[src/qfr_pkg.sv]
// Purpose: Shared constants, state type and decode functions of the quad fast read engine
// Assumes: Three-byte addressing only; memory array lives outside the engine
// Notes: All event counts are counts of sampled serial clock edges
`default_nettype none

package qfr_pkg;

  // ---------------------------------------------------------------
  // Command codes
  // ---------------------------------------------------------------
  localparam logic [7:0] OP_QUAD_READ = 8'hEB;
  localparam logic [7:0] OP_DTR_QUAD_READ = 8'hED;
  localparam logic [7:0] OP_SET_WRAP = 8'h77;
  localparam logic [7:0] OP_FL_WRAP_READ = 8'h0C;

  // ---------------------------------------------------------------
  // Phase lengths in sampling events and serial clocks
  // ---------------------------------------------------------------
  localparam logic [5:0] OPC_EVENTS_SPI = 6'h08;
  localparam logic [5:0] OPC_EVENTS_FL = 6'h02;
  localparam logic [5:0] ADDR_EVENTS = 6'h06;
  localparam logic [5:0] MODE_EVENTS = 6'h02;
  localparam logic [5:0] WRAP_CMD_EVENTS = 6'h20;
  localparam logic [5:0] SPI_DUMMY_CLOCKS = 6'h04;
  localparam logic [5:0] FL_SDR_DUMMY_BASE = 6'h04;
  localparam logic [5:0] FL_DDR_DUMMY_BASE = 6'h06;
  localparam logic [5:0] MODE_CLOCKS_SDR = 6'h02;
  localparam logic [5:0] MODE_CLOCKS_DDR = 6'h01;

  // ---------------------------------------------------------------
  // Field positions and reset values
  // ---------------------------------------------------------------
  localparam int MODE_SEL_LSB = 4;
  localparam logic [1:0] CONT_MODE_KEY = 2'h2;
  localparam int WRAP_ENABLE_POS = 0;
  localparam int WRAP_LEN_LSB = 1;
  localparam logic WRAP_ENABLE_ACTIVE = 1'b0;
  localparam logic [2:0] WRAP_SETTING_RESET = 3'h7;
  localparam logic [5:0] SYNC_RESET_VALUE = 6'h20;

  typedef enum logic [2:0] {
    ST_IDLE, ST_OPCODE, ST_ADDR, ST_MODE, ST_DUMMY, ST_DATA, ST_WRAPCFG, ST_IGNORE
  } qfr_state_t;

  // Section mask for 8, 16, 32 or 64 byte wrap
  function automatic logic [7:0] qfr_wrap_mask(input logic [1:0] len);
    case (len)
      2'h0: return 8'h07;
      2'h1: return 8'h0F;
      2'h2: return 8'h1F;
      default: return 8'h3F;
    endcase
  endfunction : qfr_wrap_mask

  // Next byte address, confined to its section when wrapping
  function automatic logic [23:0] qfr_next_addr(input logic [23:0] a, input logic wrapOn,
                                                input logic [1:0] len);
    logic [23:0] m;
    logic [23:0] inc;
    m = {16'h0000, qfr_wrap_mask(len)};
    inc = a + 24'h000001;
    if (wrapOn)
      return (a & ~m) | (inc & m);
    return inc;
  endfunction : qfr_next_addr

  // Dummy clocks left after the mode byte
  function automatic logic [5:0] qfr_dummy_after_mode(input logic fl, input logic ddr,
                                                      input logic [2:0] p);
    logic [5:0] total;
    total = (ddr ? FL_DDR_DUMMY_BASE : FL_SDR_DUMMY_BASE) + {2'h0, p, 1'b0};
    if (!fl)
      return SPI_DUMMY_CLOCKS;
    return total - (ddr ? MODE_CLOCKS_DDR : MODE_CLOCKS_SDR);
  endfunction : qfr_dummy_after_mode

endpackage : qfr_pkg

`default_nettype wire

[src/qfr_pin_sync.sv]
// Purpose: Two-stage synchroniser for the serial pins
// Assumes: Inputs are asynchronous to clk
// Notes: Only the second stage may be read by other logic
`default_nettype none

module qfr_pin_sync #(
  parameter int WIDTH = 6,
  parameter logic [WIDTH-1:0] RESET_VAL = '0
) (
  input wire logic clk,
  input wire logic sys_rst,
  input wire logic [WIDTH-1:0] asyncIn,
  output logic [WIDTH-1:0] syncOut
);

  logic [WIDTH-1:0] stage1_reg;
  logic [WIDTH-1:0] stage2_reg;

  // Two flops; metastability settles in the first
  always_ff @(posedge clk or posedge sys_rst)
  begin
    if (sys_rst)
    begin
      stage1_reg <= RESET_VAL;
      stage2_reg <= RESET_VAL;
    end
    else
    begin
      stage1_reg <= asyncIn;
      stage2_reg <= stage1_reg;
    end
  end

  assign syncOut = stage2_reg;

endmodule : qfr_pin_sync

`default_nettype wire

[src/qfr_engine.sv]
// Purpose: Flash-side quad IO fast read engine (single and double rate) with wrap setup
// Assumes: Serial pins sampled by a much faster clk; memData valid 4 clk after memAddr
// Notes: Serial clock and chip select are oversampled, never used as clocks
//
// What this block does
// RULE1: After quad read opcode take address, mode byte, four dummy clocks on rising edges.
// RULE2: After dummy phase drive memory data on all four IO lines, a nibble per clock.
// RULE3: Start at any byte address, advance address by one after each output byte.
// RULE4: Host sets quad enable first; quad read performed only while quad enable set. Code checks it at the opcode only; continuous frames skip it.
// RULE5: Mode select bits equal 10: next frame starts directly with the address.
// RULE6: Mode select bits other than 10: next frame needs full opcode again.
// RULE7: Host may clear mode select bits with a reset command before normal commands.
// RULE8: Wrap command setting applies to subsequent single-line-mode quad reads.
// RULE9: Wrapping confines data to aligned 8, 16, 32 or 64 byte section of page.
// RULE10: Wrapped output starts at given address, returns to section start until deselect.
// RULE11: Wrap setting bit 4 enables wrap, bits 6:5 choose section length.
// RULE12: Four-line command mode quad read dummy count 4 to 18 from parameters, default 4.
// RULE13: Four-line command mode counts mode byte inside dummy clocks; data follows at default.
// RULE14: Four-line command mode also supports opcode-free continuous quad reads.
// RULE15: Four-line command mode quad read never wraps; wrapped reads use dedicated opcode.
// RULE16: Double-rate quad read: address and data on four lines, four dummy clocks, quad enable.
// RULE17: Host may send any low mode nibble, must release IO before first data edge.
// RULE18: Double-rate mode select 10: next frame takes address right after select.
// RULE19: Wrap command setting also applies to following double-rate reads.
// RULE20: Four-line command mode double-rate dummy 6 to 20, default 6, including mode byte.
// RULE21: Host wrap setup: opcode, 24 dummy bits, 8 wrap bits, then deselect.
// RULE22: Double-rate read moves address and data on both serial clock edges.
`default_nettype none

module qfr_engine
  import qfr_pkg::*;
(
  input wire logic clk,
  input wire logic sys_rst,
  input wire logic csPinN,
  input wire logic sckPin,
  input wire logic [3:0] ioPinIn,
  output logic [3:0] ioPinOut,
  output logic [3:0] ioPinOe,
  input wire logic quadEnableBit,
  input wire logic fourLineCommandMode,
  input wire logic [2:0] readParamBits,
  input wire logic contModeClear,
  output logic [23:0] memAddr,
  input wire logic [7:0] memData,
  output logic [7:0] continuousModeByte,
  output logic continuousModeSelectActive,
  output logic [2:0] wrapSettingBits
);

  // ---------------------------------------------------------------
  // Pin sampling
  // ---------------------------------------------------------------
  logic [5:0] pinSync;
  logic csN;
  logic sck;
  logic [3:0] ioIn;
  logic sckPrev_reg;
  logic csPrev_reg;
  logic sckRise;
  logic sckFall;
  logic csFall;

  qfr_pin_sync #(
    .WIDTH(6),
    .RESET_VAL(SYNC_RESET_VALUE)
  ) u_pin_sync (
    .clk(clk),
    .sys_rst(sys_rst),
    .asyncIn({csPinN, sckPin, ioPinIn}),
    .syncOut(pinSync)
  );

  assign csN = pinSync[5];
  assign sck = pinSync[4];
  assign ioIn = pinSync[3:0];

  // Previous synced levels for edge finding
  always_ff @(posedge clk or posedge sys_rst)
  begin
    if (sys_rst)
    begin
      sckPrev_reg <= 1'b0;
      csPrev_reg <= 1'b1;
    end
    else
    begin
      sckPrev_reg <= sck;
      csPrev_reg <= csN;
    end
  end

  assign sckRise = sck & ~sckPrev_reg;
  assign sckFall = ~sck & sckPrev_reg;
  assign csFall = ~csN & csPrev_reg;

  // ---------------------------------------------------------------
  // Frame state
  // ---------------------------------------------------------------
  qfr_state_t state_reg;
  logic [5:0] cnt_reg;
  logic [23:0] shift_reg;
  logic [23:0] shift_next;
  logic ddr_reg;
  logic wrapCmd_reg;
  logic wrapOn_reg;
  logic nibLow_reg;
  logic contMode_reg;
  logic contDdr_reg;
  logic contWrapCmd_reg;
  logic [7:0] modeByte_reg;
  logic [2:0] wrapSetting_reg;
  logic [3:0] ioOut_reg;
  logic ioOe_reg;
  logic [23:0] memAddr_reg;
  logic sampleEv;
  logic outEv;
  logic lastEv;
  logic opDone;
  logic addrDone;
  logic modeDone;
  logic dummyDone;
  logic wrapDone;
  logic [7:0] opWord;
  logic quadOp;

  // Falls only count in the second half of a double-rate clock [RULE22]
  assign sampleEv = (state_reg == ST_ADDR || state_reg == ST_MODE) &&
                    (sckRise || (ddr_reg && sckFall && cnt_reg[0]));
  assign outEv = (state_reg == ST_DATA) && (sckFall || (ddr_reg && sckRise)); // [RULE22]
  assign lastEv = (cnt_reg == 6'h01);
  assign opDone = (state_reg == ST_OPCODE) && sckRise && lastEv;
  assign addrDone = (state_reg == ST_ADDR) && sampleEv && lastEv;
  assign modeDone = (state_reg == ST_MODE) && sampleEv && lastEv;
  assign dummyDone = (state_reg == ST_DUMMY) && sckRise && lastEv;
  assign wrapDone = (state_reg == ST_WRAPCFG) && sckRise && lastEv;
  assign opWord = shift_next[7:0];
  // Dedicated wrapped read exists only in four-line command mode [RULE15]
  assign quadOp = (opWord == OP_QUAD_READ) || (opWord == OP_DTR_QUAD_READ) ||
                  (fourLineCommandMode && opWord == OP_FL_WRAP_READ);

  // Bit collector: one line for single-line opcodes and wrap setup bits, four otherwise
  always_comb
  begin
    shift_next = shift_reg;
    if (state_reg == ST_OPCODE && sckRise)
      shift_next = fourLineCommandMode ? {shift_reg[19:0], ioIn} : {shift_reg[22:0], ioIn[0]};
    else if (state_reg == ST_WRAPCFG && sckRise)
      shift_next = {shift_reg[22:0], ioIn[0]};
    else if (sampleEv)
      shift_next = {shift_reg[19:0], ioIn}; // [RULE1] [RULE16]
  end

  always_ff @(posedge clk or posedge sys_rst)
  begin
    if (sys_rst)
      shift_reg <= 24'h000000;
    else if (csFall)
      shift_reg <= 24'h000000;
    else
      shift_reg <= shift_next;
  end

  // Phase sequencing; deselect always ends the frame
  always_ff @(posedge clk or posedge sys_rst)
  begin
    if (sys_rst)
    begin
      state_reg <= ST_IDLE;
      cnt_reg <= 6'h00;
      ddr_reg <= 1'b0;
      wrapCmd_reg <= 1'b0;
    end
    else if (csN)
      state_reg <= ST_IDLE;
    else
    begin
      case (state_reg)
        ST_IDLE:
          if (csFall && contMode_reg)
          begin
            // Opcode skipped, address first [RULE5] [RULE14] [RULE18]
            state_reg <= ST_ADDR;
            cnt_reg <= ADDR_EVENTS;
            ddr_reg <= contDdr_reg;
            wrapCmd_reg <= contWrapCmd_reg;
          end
          else if (csFall)
          begin
            state_reg <= ST_OPCODE; // [RULE6]
            cnt_reg <= fourLineCommandMode ? OPC_EVENTS_FL : OPC_EVENTS_SPI;
            ddr_reg <= 1'b0;
          end
        ST_OPCODE:
          if (opDone && quadOp && quadEnableBit)
          begin
            state_reg <= ST_ADDR; // [RULE4] [RULE16]
            cnt_reg <= ADDR_EVENTS;
            ddr_reg <= (opWord == OP_DTR_QUAD_READ);
            wrapCmd_reg <= (opWord == OP_FL_WRAP_READ);
          end
          else if (opDone && opWord == OP_SET_WRAP && !fourLineCommandMode)
          begin
            state_reg <= ST_WRAPCFG;
            cnt_reg <= WRAP_CMD_EVENTS;
          end
          else if (opDone)
            state_reg <= ST_IGNORE;
          else if (sckRise)
            cnt_reg <= cnt_reg - 6'h01;
        ST_ADDR:
          if (addrDone)
          begin
            state_reg <= ST_MODE;
            cnt_reg <= MODE_EVENTS;
          end
          else if (sampleEv)
            cnt_reg <= cnt_reg - 6'h01;
        ST_MODE:
          if (modeDone)
          begin
            // Mode byte counted inside the configured dummy [RULE12] [RULE13] [RULE20]
            state_reg <= ST_DUMMY;
            cnt_reg <= qfr_dummy_after_mode(fourLineCommandMode, ddr_reg, readParamBits);
          end
          else if (sampleEv)
            cnt_reg <= cnt_reg - 6'h01;
        ST_DUMMY:
          if (dummyDone)
            state_reg <= ST_DATA; // [RULE1]
          else if (sckRise)
            cnt_reg <= cnt_reg - 6'h01;
        ST_WRAPCFG:
          if (wrapDone)
            state_reg <= ST_IGNORE;
          else if (sckRise)
            cnt_reg <= cnt_reg - 6'h01;
        ST_DATA: state_reg <= ST_DATA;
        ST_IGNORE: state_reg <= ST_IGNORE;
        default: state_reg <= ST_IDLE;
      endcase
    end
  end

  // ---------------------------------------------------------------
  // Continuous read memory
  // ---------------------------------------------------------------
  // Capture wins over a clear arriving in the same cycle
  always_ff @(posedge clk or posedge sys_rst)
  begin
    if (sys_rst)
    begin
      contMode_reg <= 1'b0;
      contDdr_reg <= 1'b0;
      contWrapCmd_reg <= 1'b0;
      modeByte_reg <= 8'h00;
    end
    else if (modeDone)
    begin
      modeByte_reg <= shift_next[7:0];
      contMode_reg <= (shift_next[MODE_SEL_LSB +: 2] == CONT_MODE_KEY); // [RULE5] [RULE6]
      contDdr_reg <= ddr_reg;
      contWrapCmd_reg <= wrapCmd_reg;
    end
    else if (contModeClear)
      contMode_reg <= 1'b0; // [RULE7]
  end

  // ---------------------------------------------------------------
  // Wrap setting
  // ---------------------------------------------------------------
  // Last eight bits of the wrap command hold the setting [RULE21]
  always_ff @(posedge clk or posedge sys_rst)
  begin
    if (sys_rst)
      wrapSetting_reg <= WRAP_SETTING_RESET;
    else if (wrapDone)
      wrapSetting_reg <= shift_next[6:4]; // [RULE8] [RULE19]
  end

  // Wrap decided at data start; four-line mode uses only the dedicated opcode
  always_ff @(posedge clk or posedge sys_rst)
  begin
    if (sys_rst)
      wrapOn_reg <= 1'b0;
    else if (dummyDone)
      wrapOn_reg <= fourLineCommandMode ? wrapCmd_reg : // [RULE15]
                    (wrapSetting_reg[WRAP_ENABLE_POS] == WRAP_ENABLE_ACTIVE); // [RULE11]
  end

  // ---------------------------------------------------------------
  // Address and data output
  // ---------------------------------------------------------------
  // Any start byte; step after each low nibble, wrap inside section
  always_ff @(posedge clk or posedge sys_rst)
  begin
    if (sys_rst)
      memAddr_reg <= 24'h000000;
    else if (addrDone)
      memAddr_reg <= shift_next; // [RULE3]
    else if (outEv && nibLow_reg)
      memAddr_reg <= qfr_next_addr(memAddr_reg, wrapOn_reg,
                                   wrapSetting_reg[WRAP_LEN_LSB +: 2]); // [RULE3] [RULE9] [RULE10]
  end

  // High nibble first; IO released as soon as the frame ends
  always_ff @(posedge clk or posedge sys_rst)
  begin
    if (sys_rst)
    begin
      ioOut_reg <= 4'h0;
      ioOe_reg <= 1'b0;
      nibLow_reg <= 1'b0;
    end
    else if (csN || state_reg != ST_DATA)
    begin
      ioOe_reg <= 1'b0;
      nibLow_reg <= 1'b0;
    end
    else if (outEv)
    begin
      ioOut_reg <= nibLow_reg ? memData[3:0] : memData[7:4]; // [RULE2]
      ioOe_reg <= 1'b1; // [RULE17]
      nibLow_reg <= ~nibLow_reg;
    end
  end

  assign ioPinOut = ioOut_reg;
  assign ioPinOe = {4{ioOe_reg}};
  assign memAddr = memAddr_reg;
  assign continuousModeByte = modeByte_reg;
  assign continuousModeSelectActive = contMode_reg;
  assign wrapSettingBits = wrapSetting_reg;

  // ---------------------------------------------------------------
  // Checks
  // ---------------------------------------------------------------
  logic [5:0] dummySeen_reg;

  // Counts dummy clocks actually seen, for the latency checks
  always_ff @(posedge clk or posedge sys_rst)
  begin
    if (sys_rst)
      dummySeen_reg <= 6'h00;
    else if (modeDone)
      dummySeen_reg <= 6'h00;
    else if (state_reg == ST_DUMMY && sckRise)
      dummySeen_reg <= dummySeen_reg + 6'h01;
  end

  property p_oe_only_in_data;
    @(posedge clk) disable iff (sys_rst) ioOe_reg |-> state_reg == ST_DATA;
  endproperty
  a_oe_only_in_data: assert property (p_oe_only_in_data) // [RULE2]
    else $error("IO driven outside data phase");

  property p_quad_needs_enable;
    @(posedge clk) disable iff (sys_rst)
      (state_reg == ST_OPCODE) ##1 (state_reg == ST_ADDR) |-> $past(quadEnableBit);
  endproperty
  a_quad_needs_enable: assert property (p_quad_needs_enable) // [RULE4]
    else $error("Quad read accepted without quad enable");

  property p_addr_six_events;
    @(posedge clk) disable iff (sys_rst)
      $rose(state_reg == ST_ADDR) |-> cnt_reg == ADDR_EVENTS;
  endproperty
  a_addr_six_events: assert property (p_addr_six_events) // [RULE1]
    else $error("Address phase not six events long");

  property p_addr_step;
    @(posedge clk) disable iff (sys_rst)
      (outEv && nibLow_reg && !wrapOn_reg && !csN) |=>
        memAddr_reg == $past(memAddr_reg) + 24'h000001;
  endproperty
  a_addr_step: assert property (p_addr_step) // [RULE3]
    else $error("Address did not advance by one");

  property p_wrap_section;
    @(posedge clk) disable iff (sys_rst)
      (outEv && nibLow_reg && wrapOn_reg && !csN) |=>
        (memAddr_reg[23:6] == $past(memAddr_reg[23:6])) &&
        ((memAddr_reg[5:0] & ~qfr_wrap_mask(wrapSetting_reg[2:1]))
          == ($past(memAddr_reg[5:0]) & ~qfr_wrap_mask(wrapSetting_reg[2:1])));
  endproperty
  a_wrap_section: assert property (p_wrap_section) // [RULE10]
    else $error("Wrapped address left its section");

  property p_cont_frame;
    @(posedge clk) disable iff (sys_rst)
      (csFall && contMode_reg && !csN) |=> state_reg == ST_ADDR;
  endproperty
  a_cont_frame: assert property (p_cont_frame) // [RULE5]
    else $error("Continuous frame did not start with address");

  property p_normal_frame;
    @(posedge clk) disable iff (sys_rst)
      (csFall && !contMode_reg && !csN) |=> state_reg == ST_OPCODE;
  endproperty
  a_normal_frame: assert property (p_normal_frame) // [RULE6]
    else $error("Normal frame did not expect an opcode");

  property p_spi_dummy;
    @(posedge clk) disable iff (sys_rst)
      (state_reg == ST_DUMMY) ##1 (state_reg == ST_DATA) |->
        (fourLineCommandMode || dummySeen_reg == SPI_DUMMY_CLOCKS);
  endproperty
  a_spi_dummy: assert property (p_spi_dummy) // [RULE16]
    else $error("Single-line mode dummy count is not four");

  property p_fl_dummy;
    @(posedge clk) disable iff (sys_rst)
      (state_reg == ST_DUMMY) ##1 (state_reg == ST_DATA) |->
        (!fourLineCommandMode || dummySeen_reg + (ddr_reg ? MODE_CLOCKS_DDR : MODE_CLOCKS_SDR)
          == (ddr_reg ? FL_DDR_DUMMY_BASE : FL_SDR_DUMMY_BASE) + {2'h0, readParamBits, 1'b0});
  endproperty
  a_fl_dummy: assert property (p_fl_dummy) // [RULE12]
    else $error("Four-line mode dummy count wrong");

  property p_no_wrap_fl;
    @(posedge clk) disable iff (sys_rst)
      $rose(state_reg == ST_DATA) && fourLineCommandMode && !wrapCmd_reg |-> !wrapOn_reg;
  endproperty
  a_no_wrap_fl: assert property (p_no_wrap_fl) // [RULE15]
    else $error("Wrap applied to four-line mode quad read");

endmodule : qfr_engine

`default_nettype wire

[config.mk]
export PLATFORM = sky130hd
export DESIGN_NAME = qfr_engine
export DESIGN_NICKNAME = d
export VERILOG_FILES = /design/src/qfr_pkg.sv /design/src/qfr_pin_sync.sv /design/src/qfr_engine.sv
export SDC_FILE = /design/constraint.sdc
export NUM_CORES = 1
export LEC_CHECK = 0
export BUFFER_PORTS_ARGS = -buffer_cell sky130_fd_sc_hd__buf_2
export CORE_ASPECT_RATIO = 1.2
export CORE_MARGIN = 8
export CORE_UTILIZATION = 55
export CTS_CLUSTER_DIAMETER = 80
export DETAILED_ROUTE_END_ITERATION = 10
export GPL_ROUTABILITY_DRIVEN = 0
export PLACE_DENSITY = 0.8
export SLEW_MARGIN = 40
export SYNTH_ARGS = -nofsm -noshare
export SYNTH_HDL_FRONTEND = slang
export SYNTH_HIERARCHICAL = 1
export SYNTH_SLANG_ARGS = --single-unit
[constraint.sdc]
create_clock -name clk -period 5.1 [get_ports clk]
set_input_delay 1.02 -clock clk [delete_from_list [all_inputs] [get_ports clk]]
set_output_delay 1.02 -clock clk [all_outputs]
set_load 0.01 [all_outputs]
# After elaboration in Yosys (flattened, before gate mapping)
# Index checks and enable logic that the tools add are counted.
[totals]
regBits = 94
latchBits = 0
ramBits = 0
romBits = 0
in_bits = 22
output_inout_bits = 44
wordCells = 167
n_memories = 0
[op_classes]
add_sub_neg = 4
n_mul = 0
div_mod_pow = 0
magnitude_cmp = 0
n_eq_ne = 28
shift = 0
muxes = 62
bitwise = 13
n_reduce_logical = 41
[ops]
columns = ["operator", "count"]
rows = [
  ["2-to-1 mux 24 bit", 9],
  ["2-to-1 mux 6 bit", 13],
  ["one-hot mux 6 bit (6 select lines)", 1],
  ["2-to-1 mux 3 bit", 10],
  ["adder 24 x 1 -> 24 bit, second input constant", 1],
  ["bitwise AND 24 bit", 1],
  ["bitwise AND 24 x 8 -> 24 bit", 1],
  ["NOT 8 -> 24 bit", 1],
  ["bitwise OR 24 bit", 1],
  ["one-hot mux 3 bit (8 select lines)", 1],
  ["logical AND 1 bit", 22],
  ["2-to-1 mux 1 bit", 19],
  ["one-hot mux 6 bit (3 select lines)", 1],
  ["== test 8 bit, second input constant", 2],
  ["2-to-1 mux 8 bit", 2],
  ["== test 3 bit, second input constant", 4],
  ["inequality test 3 x 2 -> 1 bit, second input constant", 4],
  ["AND reduction 6 bit", 2],
  ["== test 8 x 4 -> 1 bit, second input constant", 1],
  ["== test 8 x 7 -> 1 bit, second input constant", 1],
  ["2-to-1 mux 4 bit", 2],
  ["AND reduction 4 bit", 2],
  ["nonzero test 2 bit", 4],
  ["== test 3 x 2 -> 1 bit, second input constant", 2],
  ["other kinds (23)", 41],
]

# Depth between registers and ports, before layout
[logic_depth]
word_depth = 17
ltp_mapped = 12
mapped_depth_nobuf = 10

# Modules after synthesis
# Netlist, hierarchy kept.
[by_module_without_submodules]
columns = ["module", "n_inst", "cells_each", "area_per_inst_um2", "seq_area_each_um2"]
rows = [
  ["qfr_engine", 1, 572, 4992.3, 2057.0],
  ["qfr_pin_sync", 1, 13, 306.5, 302.8],
]

# Least setup slack after synthesis
# No wires, ideal clock.
[synth_path]
path_kind = "input to register"
startpoint = "input port fourLineCommandMode"
endpoint = "register ddr_reg"
setup_time_ns = 0.125
arrival_time_ns = 3.147
required_ns = 4.975
setup_slack_ns = 1.829
stages = 10
path_buffers = 1
path_cell_list = "or4b_4 > a21oi_4 > nand2_1 > and3_1 > buf_2 > xor2_1 > a21oi_4 > nand2b_1 > a21oi_1 > mux2_2"
[synth_via]
elab_chain_len = 9
elab_cells_between_ends = 14
classes_between = "eq/ne: 4; mux: 4; reduce/logical: 6"
[synth_rtl]
columns = ["element", "line", "rtl"]
rows = [
  ["start: declaration", "qfr_engine.sv:41", "input wire logic fourLineCommandMode,"],
  ["2-to-1 mux 24 bit", "qfr_engine.sv:147", "shift_next = fourLineCommandMode ? {shift_reg[19:0], ioIn} : {shift_reg[22:0], ioIn[0]};"],
  ["2-to-1 mux 24 bit", "qfr_engine.sv:146", "if (state_reg == ST_OPCODE && sckRise)"],
  ["== test 8 bit, or another cell as far along", "qfr_engine.sv:139", "assign quadOp = (opWord == OP_QUAD_READ) || (opWord == OP_DTR_QUAD_READ) ||"],
  ["logical OR 1 bit / logical AND 1 bit (equally long branches)", "qfr_engine.sv:139, qfr_engine.sv:140", ""],
  ["logical OR 1 bit", "qfr_engine.sv:139", ""],
  ["logical AND 1 bit (2 in a row)", "qfr_engine.sv:195", "if (opDone && quadOp && quadEnableBit)"],
  ["inequality test 2 x 1 -> 1 bit (no line)", "--", ""],
  ["AND reduction 4 bit (no line)", "--", ""],
  ["end signal: assignment", "qfr_engine.sv:185", "ddr_reg <= contDdr_reg;"],
  ["end signal: assignment", "qfr_engine.sv:199", "ddr_reg <= (opWord == OP_DTR_QUAD_READ);"],
  ["end: declaration", "qfr_engine.sv:104", "logic ddr_reg;"],
]
# Several ways; a longest one is shown, not always the timed one. The select of a mux whose other input is x is not followed.
# A chain may end at the register's enable or synchronous reset.

# Worst setup path in the final report
[layout_path]
startpoint = "register state_reg[1]"
endpoint = "register cnt_reg[1]"
[layout_via]
elab_chain_len = 13
elab_cells_between_ends = 44
classes_between = "eq/ne: 13; mux: 9; reduce/logical: 22"
[layout_rtl]
columns = ["element", "line", "rtl"]
rows = [
  ["start: declaration", "qfr_engine.sv:100", "qfr_state_t state_reg;"],
  ["start signal: assignment", "qfr_engine.sv:169", "state_reg <= ST_IDLE;"],
  ["start signal: assignment", "qfr_engine.sv:175", "state_reg <= ST_IDLE;"],
  ["start signal: assignment", "qfr_engine.sv:183", "state_reg <= ST_ADDR;"],
  ["== test 3 x 2 -> 1 bit (on tied branches)", "--", ""],
  ["logical OR 1 bit", "qfr_engine.sv:128", "assign sampleEv = (state_reg == ST_ADDR || state_reg == ST_MODE) &&"],
  ["logical AND 1 bit", "qfr_engine.sv:128", ""],
  ["2-to-1 mux 24 bit", "qfr_engine.sv:150", "else if (sampleEv)"],
  ["2-to-1 mux 24 bit", "qfr_engine.sv:148", "else if (state_reg == ST_WRAPCFG && sckRise)"],
  ["2-to-1 mux 24 bit", "qfr_engine.sv:146", ""],
  ["== test 8 bit / == test 8 x 4 -> 1 bit (equally long branches)", "qfr_engine.sv:139, qfr_engine.sv:140", ""],
  ["logical OR 1 bit / logical AND 1 bit (equally long branches)", "qfr_engine.sv:139, qfr_engine.sv:140", ""],
  ["logical OR 1 bit", "qfr_engine.sv:139", ""],
  ["logical AND 1 bit (2 in a row)", "qfr_engine.sv:195", ""],
  ["inequality test 4 x 2 -> 1 bit (no line) / 2-to-1 mux 6 bit (equally long branches)", "--", ""],
  ["AND reduction 6 bit (no line) / one-hot mux 6 bit (6 select lines) (equally long branches)", "--", ""],
  ["end signal: assignment", "qfr_engine.sv:191", "cnt_reg <= fourLineCommandMode ? OPC_EVENTS_FL : OPC_EVENTS_SPI;"],
  ["end signal: assignment", "qfr_engine.sv:210", "cnt_reg <= cnt_reg - 6'h01;"],
  ["end signal: assignment", "qfr_engine.sv:218", "cnt_reg <= cnt_reg - 6'h01;"],
  ["end: declaration", "qfr_engine.sv:101", "logic [5:0] cnt_reg;"],
]
# Several ways; a longest one is shown, not always the timed one.

==> results.md <==
- Vias in the first global route: 4,697
- Total length of routed wires: 14,000 um
- Compound-Gate Fraction of Synth Area: 0.199
- DRC Markers: 0
- Num CTS Buffers: 9
- Dpl cells: 743
- Hold_buf cts: 0
- Max FFs per register: 24
- Clk Latency, worst-skew pair: 0.34 ns
- Multiplexer area fraction after synthesis: 0.0215
- Largest family of logic cells by synthesized area: simple AND/OR/NAND/NOR gates
- Syn Std Cell Area: 5300 um2
- Register area: 2360 um2
- Worst Setup End Kind: flop
- Vert. Die Dim: 124 um
- Initial Util: 0.560
- Final Non-Filler Cells: 759
- Post-DP HPWL: 9990 um
- Die X: 106 um
- Area leader, netlist: dfrtp_1
- Worst Tran Pin Value: 0.701 ns
- Worst vdd ir: 0.254 mV
- Distinct cells, synth: 72
- Synth Area in Simple Gates: 0.225
- All-Layer GR Usage: 0.216
- Clock Tree Buf Depth: 2
- Port buffer count: 65
- Row cnt: 39
- Yosys top cell area share: 0.416
- FF-to-FF setup slack: 1.55 ns
- Worst hold stages: 0
- Routed len/inst: 18.4 um
- # resized after CTS: 0
- Primary FF master, synth: dfrtp_1
- Largest net degree at the start of global routing: 48
- Crit-path slowest cell: dfrtp_1
- Tmin final: 3.55 ns
- Worst Hold End: u_pin_sync/syncOut[0]
- CP Data Required Time: 5.30 ns
- Worst Hold Class: flop to flop
- Final instance area: 5980 um2
- Max-cap violation count: 0
- Placed Instance Area: 5650 um2
- Setup TNS: 0 ns
- Post-synthesis register bit count: 94
- Startpoint types: flop
- RSZ-0062 raised after global routing: false
- Via/cell ratio: 6.35
- Root Driver: clkbuf_16
- Final hold vios: 0
- Synthesis-to-layout area growth: 12.9%
- CP Class: flop to flop
- Die area: 13,000 um2
- CTS sink cnt: 94
- Buffers & Inverters on Critical Path: 0
- Gr ovfl total: 0
- Via count: 4,821
- Pre-antenna DRT Iters: 6
- Peak Freq: 0.282 GHz
- Post-synthesis async set-or-reset flop share: 1.00
- Pwr dens: 529 nW/um2
- Status: completed
- Final slew viol count: 0
- Antenna diode count: 0
- Reg2reg end: cnt_reg[1]
- Mean post-synth cell area: 9.06 um2
- Nets: 661
- Crit path top cell by count: nand2_1
- First-pass GRT wire length: 23,000 um
- Cells after Synth: 585
- Synth cell count leaders: dfrtp_1 (88), nor2_1 (68), nand2_1 (57), o21ai_0 (36), a21oi_1 (30)
- Yosys Warn Count: 6
- CTS tree: built
- XOR/XNOR Fraction of Synth Area: 0.0446
- Core area: 9470 um2
- Setup Buffers After CTS: 0
- CP Cell Sequence: nor2b_1 -> nand2_1 -> a32o_1 -> a2111oi_0 -> nand4_1 -> nand2_1 -> nand2_1 -> a2111oi_0 -> o31ai_1
- Area of the multi-input gates: 2710 um2
- Most frequent cell after synthesis: dfrtp_1
- Hold path startpoint: u_pin_sync/stage1_reg[0]
- Headroom to the max-slew limit: 0.529
- Critical path data arrival time: 3.75 ns
- Initial antenna violation count: 0
- Num ports: 66
- EDFF count, synth: 0
- Post-Syn Nets: 615
- Most area-consuming cells after synthesis: dfrtp_1 (42%), nor2_1 (4.8%), nand2_1 (4.0%)
- Layout cells sized above 1: 0.176
- Maximum fanout along the worst path: 16
- First-iteration detailed-routing DRC count: 569
- Largest stage delay, worst path: 0.68 ns
- CP delay by family, top: compound AO/OA/AOI/OAI gates
- Final setup fails: 0
- Clk slew on worst S/H paths: 0.07 ns
- Post-route ant nets: 0
- Clk_skew: 0.00945 ns
- Reg2reg start: state_reg[1]
- P_leak: 2.70 nW
- Synth Area in Adders: 0.0203
- H-Tree Depth: 3
- Fin crit share: 0.696
- Fillers: 800
- Worst r2r path cells: 9
- Sequential share of the synthesized area: 0.445
## stage by stage
step | util | total power [W] | setup WS [ns] | hold WS, ns
5_1_grt | 0.632 | 0.00335 | 1.36 | 0.358
2_1_floorplan | - | 0.00204 | 1.83 | 0.331
4_1_cts | 0.632 | 0.00316 | 1.57 | 0.349
6_report | 0.632 | 0.00317 | 1.55 | 0.344
3_3_place_gp | 0.597 | 0.00238 | 1.50 | 0.333
3_5_place_dp | 0.597 | 0.00242 | 1.33 | 0.336
## metal layers
layer,vias to the layer above,global-route usage,share of wire
met1,2325,0.263,0.41
met3,64,0.0339,0.059
met4,0,0.111,0.042
li1,2187,-,-
met2,245,0.366,0.49
met5,-,0,0
## power breakdown
group          leakage, nW  internal (W)  total (W)  switching [W]
clock network        0.151      0.000434   0.000718       0.000284
logic                 1.42      0.000482    0.00118       0.000696
registers             1.13      0.000992    0.00127       0.000277
## layout by cell type, fill, tap and decap left out, types with 5 or more instances in the layout
cell and count:
a21o_1 10, a21oi_1 30, a22oi_1 6, a32oi_1 6
and2_1 5, and3_1 11, buf_2 65, buf_4 6
clkbuf_16 9, dfrtp_1 88, dfstp_2 6, ha_1 7
inv_1 16, mux2i_1 8, nand2_1 57, nand2b_1 9
nand3_1 25, nand4_1 5, nor2_1 68, nor3_1 24
o21ai_0 36, o21ai_1 6, o22a_1 8, o22ai_1 12
xnor2_1 19, xor2_1 8
## kinds of logic after synthesis
family	count (synthesis)
AOI/OAI and AO/OA	156
xor gates and xnor gates	27
adders and majority gates	8
buffers and inverters	53
DFF	94
muxes	11
and+or+nand+nor	236
## area by class of cell
class,count,area share
Clock buffer,10,0.0383
Sequential cell,94,0.394
Timing Repair Buffer,71,0.0619
Clock inverter,6,0.0159
Tap cell,123,0.0257
Multi-Input combinational cell,438,0.453
Inverter,17,0.0109
## worst max path at each step
stage,from,endpoint,slack [ns],depth (start not counted)
detailed placement,fourLineCommandMode,cnt_reg[1],1.33,10
global route,state_reg[1],cnt_reg[0],1.36,9
finish,state_reg[1],cnt_reg[1],1.55,9
global placement,fourLineCommandMode,ddr_reg,1.50,10
floorplan,fourLineCommandMode,ddr_reg,1.83,10
CTS,state_reg[2],ddr_reg,1.57,9
Power figures use the tool's default switching activity.
